$ cat config.mk
export PLATFORM = sky130hd
export DESIGN_NAME = mii_rx_port
export DESIGN_NICKNAME = d
export VERILOG_FILES = /design/src/rtl/pin_sync.v /design/src/rtl/mii_rx_port.v
export VERILOG_INCLUDE_DIRS = /design/src /design/src/rtl
export SDC_FILE = /design/constraint.sdc
export NUM_CORES = 1
export LEC_CHECK = 0
export CORE_ASPECT_RATIO = 0.9
export CORE_MARGIN = 4
export CORE_UTILIZATION = 30
export DETAILED_ROUTE_END_ITERATION = 12
export DONT_BUFFER_PORTS = 1
export SLEW_MARGIN = 30
export SYNTH_ARGS = -nofsm -noshare
export SYNTH_HDL_FRONTEND = slang
export SYNTH_SLANG_ARGS = --single-unit
$ cat constraint.sdc
create_clock -name sys_clk -period 3.72 [get_ports sys_clk]
set_clock_uncertainty 0.15 [all_clocks]
set_input_delay 0.744 -clock sys_clk [delete_from_list [all_inputs] [get_ports sys_clk]]
set_output_delay 0.744 -clock sys_clk [all_outputs]
set_load 0.01 [all_outputs]
$ cat src/rtl/mii_port_regs.vh
// Constants for the MII receive and transmit-error port
`ifndef MII_PORT_REGS_VH
`define MII_PORT_REGS_VH
// Mode select values
`define MODE_MII             1'b0
`define MODE_ENDEC           1'b1
// Compression control field positions
`define CTRL_POL_BIT         0
`define CTRL_MATCH_BIT       1
`define CTRL_WIDTH           2
`define CTRL_RESET           2'h0
// Frame layout, in bytes
`define DA_BYTES             6
`define DA_LAST_IDX          3'h5
`define SFD_BYTE             8'hd5
// Receive-clock edge filter: consecutive sys_clk samples per level
`define EDGE_HOLD            2'h1
`endif

$ cat src/rtl/pin_sync.v
// Two-flop synchroniser with rise and fall detection on the settled level
module pin_sync #(
    parameter WIDTH = 1
) (
    input  wire             sys_clk,
    input  wire             rstn,
    input  wire [WIDTH-1:0] din,
    output wire [WIDTH-1:0] level,
    output wire [WIDTH-1:0] rise,
    output wire [WIDTH-1:0] fall
);
    reg [WIDTH-1:0] meta;
    reg [WIDTH-1:0] stable;
    reg [WIDTH-1:0] prev;

    // First stage is read only by the second stage
    always @(posedge sys_clk or negedge rstn) begin
        if (!rstn) begin
            meta   <= {WIDTH{1'b0}};
            stable <= {WIDTH{1'b0}};
            prev   <= {WIDTH{1'b0}};
        end else begin
            meta   <= din;
            stable <= meta;
            prev   <= stable;
        end
    end

    assign level = stable;
    assign rise  = stable & ~prev;
    assign fall  = ~stable & prev;
endmodule

$ cat src/rtl/mii_rx_port.v
// MII receive path, carrier sense and transmit-error / compression strobe pin
// Overview of operation
// - Transmit error output changes only on transmit clock rising edges.
// - In slow endec mode the pin strobes right after destination address arrives.
// - Strobe is asserted on address match or on no match, selectable.
// - Control input selects strobe polarity and match or no-match method.
// - Slow carrier sense marks PHY data and is used during own transmissions.
// - Receive data, valid and error sampled on rising receive clock edge.
// - Byte built from two nibbles, first nibble is the low half.
// - Slow endec mode takes serial receive data from nibble bit 0.
// - Nibbles before the start delimiter with valid high count as preamble.
// - Slow endec mode stores the valid pin as link state status bit.
// - Transmit nibbles and enable launch on rising transmit clock edge.
`include "mii_port_regs.vh"
module mii_rx_port (
    input  wire       sys_clk,
    input  wire       rstn,
    // Mode and compression control
    input  wire       endec_mode,
    input  wire [1:0] compress_ctrl,
    input  wire       cam_match,
    input  wire       cam_match_valid,
    // Pins from the PHY
    input  wire       rx_clk,
    input  wire [3:0] rx_nibble_port1,
    input  wire       rx_valid_port1,
    input  wire       rx_err,
    input  wire       carrier_sense_port1,
    input  wire       tx_clk,
    // Transmit side from the MAC core
    input  wire       tx_err_req,
    input  wire [3:0] tx_nibble_req,
    input  wire       tx_en_req,
    output reg  [3:0] tx_nibble,
    output reg        tx_en,
    output reg        tx_err_pin,
    // Receive stream to the MAC core
    output reg  [7:0] rx_byte,
    output reg        rx_byte_valid,
    output reg        rx_frame_start,
    output reg        rx_frame_end,
    output reg        rx_frame_err,
    output reg        da_done,
    output wire       carrier_sense,
    output reg        slow_endec_link_state
);
    // ------------------------------------------------------------
    // Input synchronisers
    // ------------------------------------------------------------
    wire [8:0] sync_in;
    wire [8:0] sync_lvl;
    wire [8:0] sync_rise;
    assign sync_in = {tx_clk, rx_clk, carrier_sense_port1, rx_err, rx_valid_port1,
                      rx_nibble_port1};

    pin_sync #(.WIDTH(9)) u_sync (
        .sys_clk (sys_clk),
        .rstn    (rstn),
        .din     (sync_in),
        .level   (sync_lvl),
        .rise    (sync_rise),
        .fall    ()
    );

    wire [3:0] s_nibble = sync_lvl[3:0];
    wire       s_valid  = sync_lvl[4];
    wire       s_err    = sync_lvl[5];
    wire       rx_edge  = sync_rise[7];
    wire       tx_edge  = sync_rise[8];

    // Asynchronous carrier sense, also slow carrier sense in endec mode
    assign carrier_sense = sync_lvl[6];

    // Receive pins are delayed equally by the synchroniser, so sampling them at
    // the detected rising receive clock edge sees values set up on the falling edge.
    // ------------------------------------------------------------
    // Receive state machine
    // ------------------------------------------------------------
    localparam ST_IDLE  = 2'h0;
    localparam ST_PRE   = 2'h1;
    localparam ST_DATA  = 2'h2;

    reg  [1:0] state;
    reg  [1:0] next_state;
    reg  [3:0] low_nib;
    reg        have_low;
    reg  [2:0] byte_cnt;
    reg  [7:0] ser_shift;
    reg  [2:0] ser_cnt;
    reg        err_seen;
    reg        first_byte;

    // In endec mode the valid pin carries link state, so slow carrier sense frames
    // Limitation: a carrier drop inside a frame ends the frame there
    wire       frame_valid = endec_mode ? sync_lvl[6] : s_valid;
    wire       rx_take     = rx_edge & frame_valid;
    wire       rx_gap      = rx_edge & ~frame_valid;

    wire [7:0] nib_byte = {s_nibble, low_nib};
    wire       nib_done = have_low;
    wire [7:0] ser_byte = {s_nibble[0], ser_shift[7:1]};
    wire       ser_done = (ser_cnt == 3'h7);
    wire [7:0] cur_byte = endec_mode ? ser_byte : nib_byte;
    wire       cur_done = endec_mode ? ser_done : nib_done;
    // Delimiter searched at every nibble or bit, so any preamble length aligns
    wire       sfd_hit  = (state == ST_PRE) && (cur_byte == `SFD_BYTE);
    wire       byte_out = (state == ST_DATA) && cur_done;

    always @* begin
        next_state = state;
        case (state)
            ST_IDLE: begin
                if (frame_valid)
                    next_state = ST_PRE;
            end
            ST_PRE: begin
                if (!frame_valid)
                    next_state = ST_IDLE;
                else if (sfd_hit)
                    next_state = ST_DATA;
            end
            ST_DATA: begin
                if (!frame_valid)
                    next_state = ST_IDLE;
            end
            default: next_state = ST_IDLE;
        endcase
    end

    // ------------------------------------------------------------
    // Frame state register
    // ------------------------------------------------------------
    always @(posedge sys_clk or negedge rstn) begin
        if (!rstn) begin
            state <= ST_IDLE;
        end else if (rx_edge) begin
            state <= next_state;
        end
    end

    // ------------------------------------------------------------
    // Nibble pairing
    // ------------------------------------------------------------
    // In MII mode low_nib holds the last nibble, which the delimiter search needs
    always @(posedge sys_clk or negedge rstn) begin
        if (!rstn) begin
            low_nib  <= 4'h0;
            have_low <= 1'b0;
        end else if (rx_gap) begin
            have_low <= 1'b0;
        end else if (rx_take && !endec_mode) begin
            low_nib  <= s_nibble;
            have_low <= sfd_hit ? 1'b0 : ~have_low;
        end
    end

    // ------------------------------------------------------------
    // Serial shifter, first bit is the byte's LSB
    // ------------------------------------------------------------
    // Cleared between frames so idle line bits never fake a delimiter
    always @(posedge sys_clk or negedge rstn) begin
        if (!rstn) begin
            ser_shift <= 8'h00;
            ser_cnt   <= 3'h0;
        end else if (rx_gap) begin
            ser_shift <= 8'h00;
            ser_cnt   <= 3'h0;
        end else if (rx_take && endec_mode) begin
            ser_shift <= ser_byte;
            ser_cnt   <= sfd_hit ? 3'h0 : ser_cnt + 3'h1;
        end
    end

    // ------------------------------------------------------------
    // Receive error tracking
    // ------------------------------------------------------------
    always @(posedge sys_clk or negedge rstn) begin
        if (!rstn) begin
            err_seen     <= 1'b0;
            rx_frame_err <= 1'b0;
        end else if (rx_gap) begin
            err_seen <= 1'b0;
            if (state == ST_DATA)
                rx_frame_err <= err_seen;
        end else if (rx_take && s_err) begin
            err_seen <= 1'b1;
        end
    end

    // ------------------------------------------------------------
    // Endec link state
    // ------------------------------------------------------------
    always @(posedge sys_clk or negedge rstn) begin
        if (!rstn)
            slow_endec_link_state <= 1'b0;
        else if (rx_edge && endec_mode)
            slow_endec_link_state <= s_valid;
    end

    // ------------------------------------------------------------
    // Byte output and frame markers
    // ------------------------------------------------------------
    // Only the first six bytes are counted; later bytes pass untouched
    always @(posedge sys_clk or negedge rstn) begin
        if (!rstn) begin
            byte_cnt       <= 3'h0;
            first_byte     <= 1'b0;
            rx_byte        <= 8'h00;
            rx_byte_valid  <= 1'b0;
            rx_frame_start <= 1'b0;
            rx_frame_end   <= 1'b0;
            da_done        <= 1'b0;
        end else begin
            rx_byte_valid  <= 1'b0;
            rx_frame_start <= 1'b0;
            rx_frame_end   <= 1'b0;
            da_done        <= 1'b0;
            if (rx_gap && state == ST_DATA)
                rx_frame_end <= 1'b1;
            if (rx_take && sfd_hit) begin
                rx_frame_start <= 1'b1;
                byte_cnt       <= 3'h0;
                first_byte     <= 1'b1;
            end
            if (rx_take && byte_out) begin
                rx_byte       <= cur_byte;
                rx_byte_valid <= 1'b1;
                if (first_byte) begin
                    byte_cnt <= byte_cnt + 3'h1;
                    if (byte_cnt == `DA_LAST_IDX) begin
                        da_done    <= 1'b1;
                        first_byte <= 1'b0;
                    end
                end
            end
        end
    end

    // ------------------------------------------------------------
    // Compression decision
    // ------------------------------------------------------------
    reg  compress_pending;
    reg  compress_hit;
    wire method_match = compress_ctrl[`CTRL_MATCH_BIT];
    wire active_high  = ~compress_ctrl[`CTRL_POL_BIT];
    wire strobe_level = compress_hit ? active_high : ~active_high;

    // Armed once the address is in, dropped when the frame ends
    always @(posedge sys_clk or negedge rstn) begin
        if (!rstn) begin
            compress_pending <= 1'b0;
        end else if (da_done && endec_mode) begin
            compress_pending <= 1'b1;
        end else if (rx_frame_end) begin
            compress_pending <= 1'b0;
        end
    end

    // A lookup landing with the frame end still counts: set wins
    always @(posedge sys_clk or negedge rstn) begin
        if (!rstn) begin
            compress_hit <= 1'b0;
        end else if (cam_match_valid && compress_pending) begin
            compress_hit <= (cam_match == method_match);
        end else if (rx_frame_end) begin
            compress_hit <= 1'b0;
        end
    end

    // ------------------------------------------------------------
    // Transmit pins, on transmit clock rise
    // ------------------------------------------------------------
    always @(posedge sys_clk or negedge rstn) begin
        if (!rstn) begin
            tx_nibble <= 4'h0;
            tx_en     <= 1'b0;
        end else if (tx_edge) begin
            tx_nibble <= tx_nibble_req;
            tx_en     <= tx_en_req;
        end
    end

    // ------------------------------------------------------------
    // Shared pin: transmit error or compression strobe
    // ------------------------------------------------------------
    // Strobe shows its inactive level whenever no hit is pending
    always @(posedge sys_clk or negedge rstn) begin
        if (!rstn) begin
            tx_err_pin <= 1'b0;
        end else if (tx_edge) begin
            if (endec_mode)
                tx_err_pin <= strobe_level;
            else
                tx_err_pin <= tx_err_req;
        end
    end
endmodule

==> metrics.md <==
| Metric | Value |
|---|---|
| FF-to-FF End | byte_cnt[0]$_DFF_PN0_ |
| Clk root buf | clkbuf_8 |
| Port Buffer Count | 0 |
| # Max-Cap Violations | 0 |
| Via count of the first global-routing pass | around 1.5k |
| Syn Area/Cell | about 13 µm² |
| CTS tree | built |
| CP Max Fanout | 8 |
| Clk_lat worst skew | roughly 0.34 ns |
| Vias | about 1.4k |
| Critical path class | flip-flop to flip-flop |
| R2R depth | 6 |
| Postcts setup bufs | 0 |
| Core area | ~8000 µm² |
| Worst r2r src | ser_cnt[0]$_DFFE_PN0P_ |
| Mapped cell area | 2460 µm² |
| Net Count, Synth | roughly 220 |
| Largest family of logic cells by synthesized area | simple AND/OR/NAND/NOR gates |
| # diodes | 0 |
| DRC viols | 0 |
| DRT Wirelength | around 4300 µm |
| Status | completed |
| Setup WS pre-CTS | approximately 1.5 ns |
| Global-route wire length before repair | ~7300 µm |
| Yosys cell types | 38 |
| Cell total after placement | between 200 and 300 |
| Post-Layout Cell Count | roughly 300 |
| Standard-cell rows | 31 |
| Antenna viol nets, final | 0 |
| Post-synthesis mux area share | 7.49% |
| Synth Area in Compound Gates | 8.46% |
| Post-synth top cells | dfrtp_1 (64), nand2_1 (27), nor2_1 (14) |
| Synth area leader | dfrtp_1 |
| Power density over the cells | between 500 and 600 nW/µm² |
| CTS HTree Levels | 3 |
| Sequential fraction of the synthesis area | 65.2% |
| Final min period | between 1.5 and 2 ns |
| Critical Path AT | 1.99 ns |
| Die extent in y | 93.8 µm |
| Leading post-synthesis cells by cell area | dfrtp_1 (65%), nand2_1 (4.1%), mux2_2 (3.7%) |
| # IOs | 43 |
| Fin. max-slew vios | 0 |
| Relative slew slack | just under 60% |
| Number of synthesized register bits | between 60 and 70 |
| Synth async-reset ratio | 100% |
| Top-count cell post-synth | dfrtp_1 |
| CP startpoint kind | flip-flop |
| Clock-pin slew on the worst setup and hold paths | ~0.07 ns |
| Horiz. Die Dim | about 100 µm |
| Largest net degree at the start of global routing | 65 |
| Xor/xnor share of the synthesized area | under 10% |
| Min-Delay Path Class | primary input to asynchronous set/reset pin |
| Total power | roughly 1.7 mW |
| Synthesized-area fraction occupied by adder cells | approximately 2.0% |
| Post-Synth Simple-Gate Area | between 10% and 20% |
| Clock buffer depth | 2 |
| Hold WS | approximately 0.10 ns |
| Final setup TNS | 0 ns |
| Area growth syn-to-layout | 16.6% |
| Post-Syn Instances | between 150 and 200 |
| Synth Flop Type | dfrtp_1 |
| Initial antenna violation count | 0 |
| # setup viols final | 0 |
| WP data required | around 3.8 ns |
| Worst slew pin tran | around 0.63 ns |
| Iter 0 DRT Violations | 71 |
| Final worst-path cycle share | between 50% and 60% |
| Fmax | 519 MHz |
| Fraction of post-synthesis cell area in the top cell type by area | between 60% and 70% |
| R2R Setup Slk | between 1.5 and 2 ns |
| Drt pass-1 iters | 4 |
| Leakage | ~1.3 nW |
| Final worst slack | approximately 1.8 ns |
| CP Capture Type | flip-flop |
| Initial Util | just over 30% |
| Die area | 9700 µm² |
| Post-synth EDFFs | 0 |
| DP HPWL | around 3000 µm |
| Post-layout nets | roughly 220 |
| RD Place Congestion | between 0.7 and 0.8 |
| Gr usage total | approximately a tenth |
| Clock Sinks | 64 |
| Number of synthesis warnings | 0 |
| Via density | around 4.7 |
| Drt wl/cell | between 10 and 15 µm |
| Share of cells above drive strength 1 | approximately 15% |
| Peak supply drop | 0.264 mV |
| GR Overflow Total | 0 |
| RSZ-0062 raised after global routing | false |
| Num CTS Buffers | 9 |
| Hold Violations, Final | 0 |
[what timing repair did]
item | in CTS | in global routing
endpoints found under the setup margin | 0 | 0
gates resized for setup | 0 | 0
endpoints found under the hold margin | 64 | 0
hold buffers | 1 | 0
[logic make-up (layout without fill, tap and decap cells)]
kind of cell	Yosys count	count (layout)
AND/OR/NAND/NOR	63	63
XOR/XNOR	3	3
flip-flops	64	64
adder cells (fa/ha/maj)	4	4
AO/OA/AOI/OAI	33	33
buffers and inverters	9	19
multiplexers	17	17
[worst max-delay path, cell delays in order, from the launching register on]
cell and delay [ns]:
dfrtp_1 0.40, ha_1 0.21, ha_1 0.18, mux2i_1 0.29
nand4bb_1 0.35, nor2_1 0.07, o21bai_1 0.15
[final cells by class]
| type | count | area (µm²) |
|---|---|---|
| Clock buffer | 9 | 124 |
| Clock inverter | 7 | 166 |
| Fill cell | 789 | 5170 |
| Inverter | 2 | 7.51 |
| Multi-Input combinational cell | 120 | 812 |
| Sequential cell | 64 | 1600 |
| Tap cell | 99 | 124 |
| Timing Repair Buffer | 1 | 27.5 |
[cell usage in the layout (no fill, tap or decap)]
cell type / n
nor2b_1: 3
and2_1: 2
nor2_1: 14
o21ai_1: 1
xnor2_1: 2
and4bb_2: 1
mux2_2: 8
inv_1: 2
a21o_1: 1
mux2i_1: 8
buf_16: 1
nand2_1: 27
bufinv_16: 5
and3_1: 1
nand2b_1: 4
dfrtp_1: 64
xor2_1: 1
o22a_1: 1
clkinvlp_4: 1
a22o_1: 7
o21bai_1: 1
nand3b_1: 1
nor3_4: 1
mux2i_2: 1
clkbuf_8: 9
nand3_1: 1
ha_1: 4
o22ai_1: 2
and4b_1: 1
nor3_1: 1
or3_4: 1
a22oi_1: 1
o21ai_0: 7
inv_6: 1
a21oi_1: 11
nor4bb_1: 3
o31ai_1: 1
nor3b_4: 1
nand4bb_1: 1
[power breakdown]
part	leakage [nW]	switching (mW)	total, mW	internal (mW)
logic	0.371	0.0408	0.0793	0.0385
registers	0.812	0.0366	0.776	0.739
clock network	0.140	0.271	0.854	0.583
[sequential cells by signal (all words and copies together) (netlist names)]
signal	count
da_done	1
have_low	1
compress_hit	1
u_sync.prev	2
u_sync.level	9
tx_err_pin	1
rx_frame_end	1
rx_frame_start	1
rx_frame_err	1
compress_pending	1
low_nib	4
first_byte	1
ser_cnt	3
ser_shift	7
rx_byte	8
u_sync.meta	9
byte_cnt	3
slow_endec_link_state	1
rx_byte_valid	1
tx_nibble	4
tx_en	1
state	2
err_seen	1
[worst max-delay path by stage]
stage / from / to / slack, ns / cells after the start
2_1_floorplan: endec_mode / byte_cnt[2]$_DFF_PN0_ / 1.65 / 5
3_3_place_gp: endec_mode / rx_byte[3]$_DFFE_PN0P_ / 1.59 / 3
3_5_place_dp: endec_mode / rx_byte[2]$_DFFE_PN0P_ / 1.49 / 4
4_1_cts: ser_cnt[0]$_DFFE_PN0P_ / rx_byte[2]$_DFFE_PN0P_ / 1.66 / 6
5_1_grt: ser_cnt[0]$_DFFE_PN0P_ / byte_cnt[2]$_DFF_PN0_ / 1.63 / 6
6_report: ser_cnt[0]$_DFFE_PN0P_ / byte_cnt[0]$_DFF_PN0_ / 1.79 / 6
[routing by layer]
metal	GRT usage [%]	share of wire, %	vias to the layer above
li1	-	-	675
met3	5.27	4.7	6
met4	2.91	1.2	0
met2	14.6	48	29
met5	0	0	-
met1	13.2	46	711
[metrics by stage]
step / utilization, % / area (µm²)
final: 35.7 / 2860
after global routing: 35.7 / 2860
after CTS: 35.6 / 2860
after detailed placement: 31.6 / 2540
after global placement: 31.6 / 2540
after floorplan: - / 2460
No activity file was read; power rests on OpenSTA's default activity.
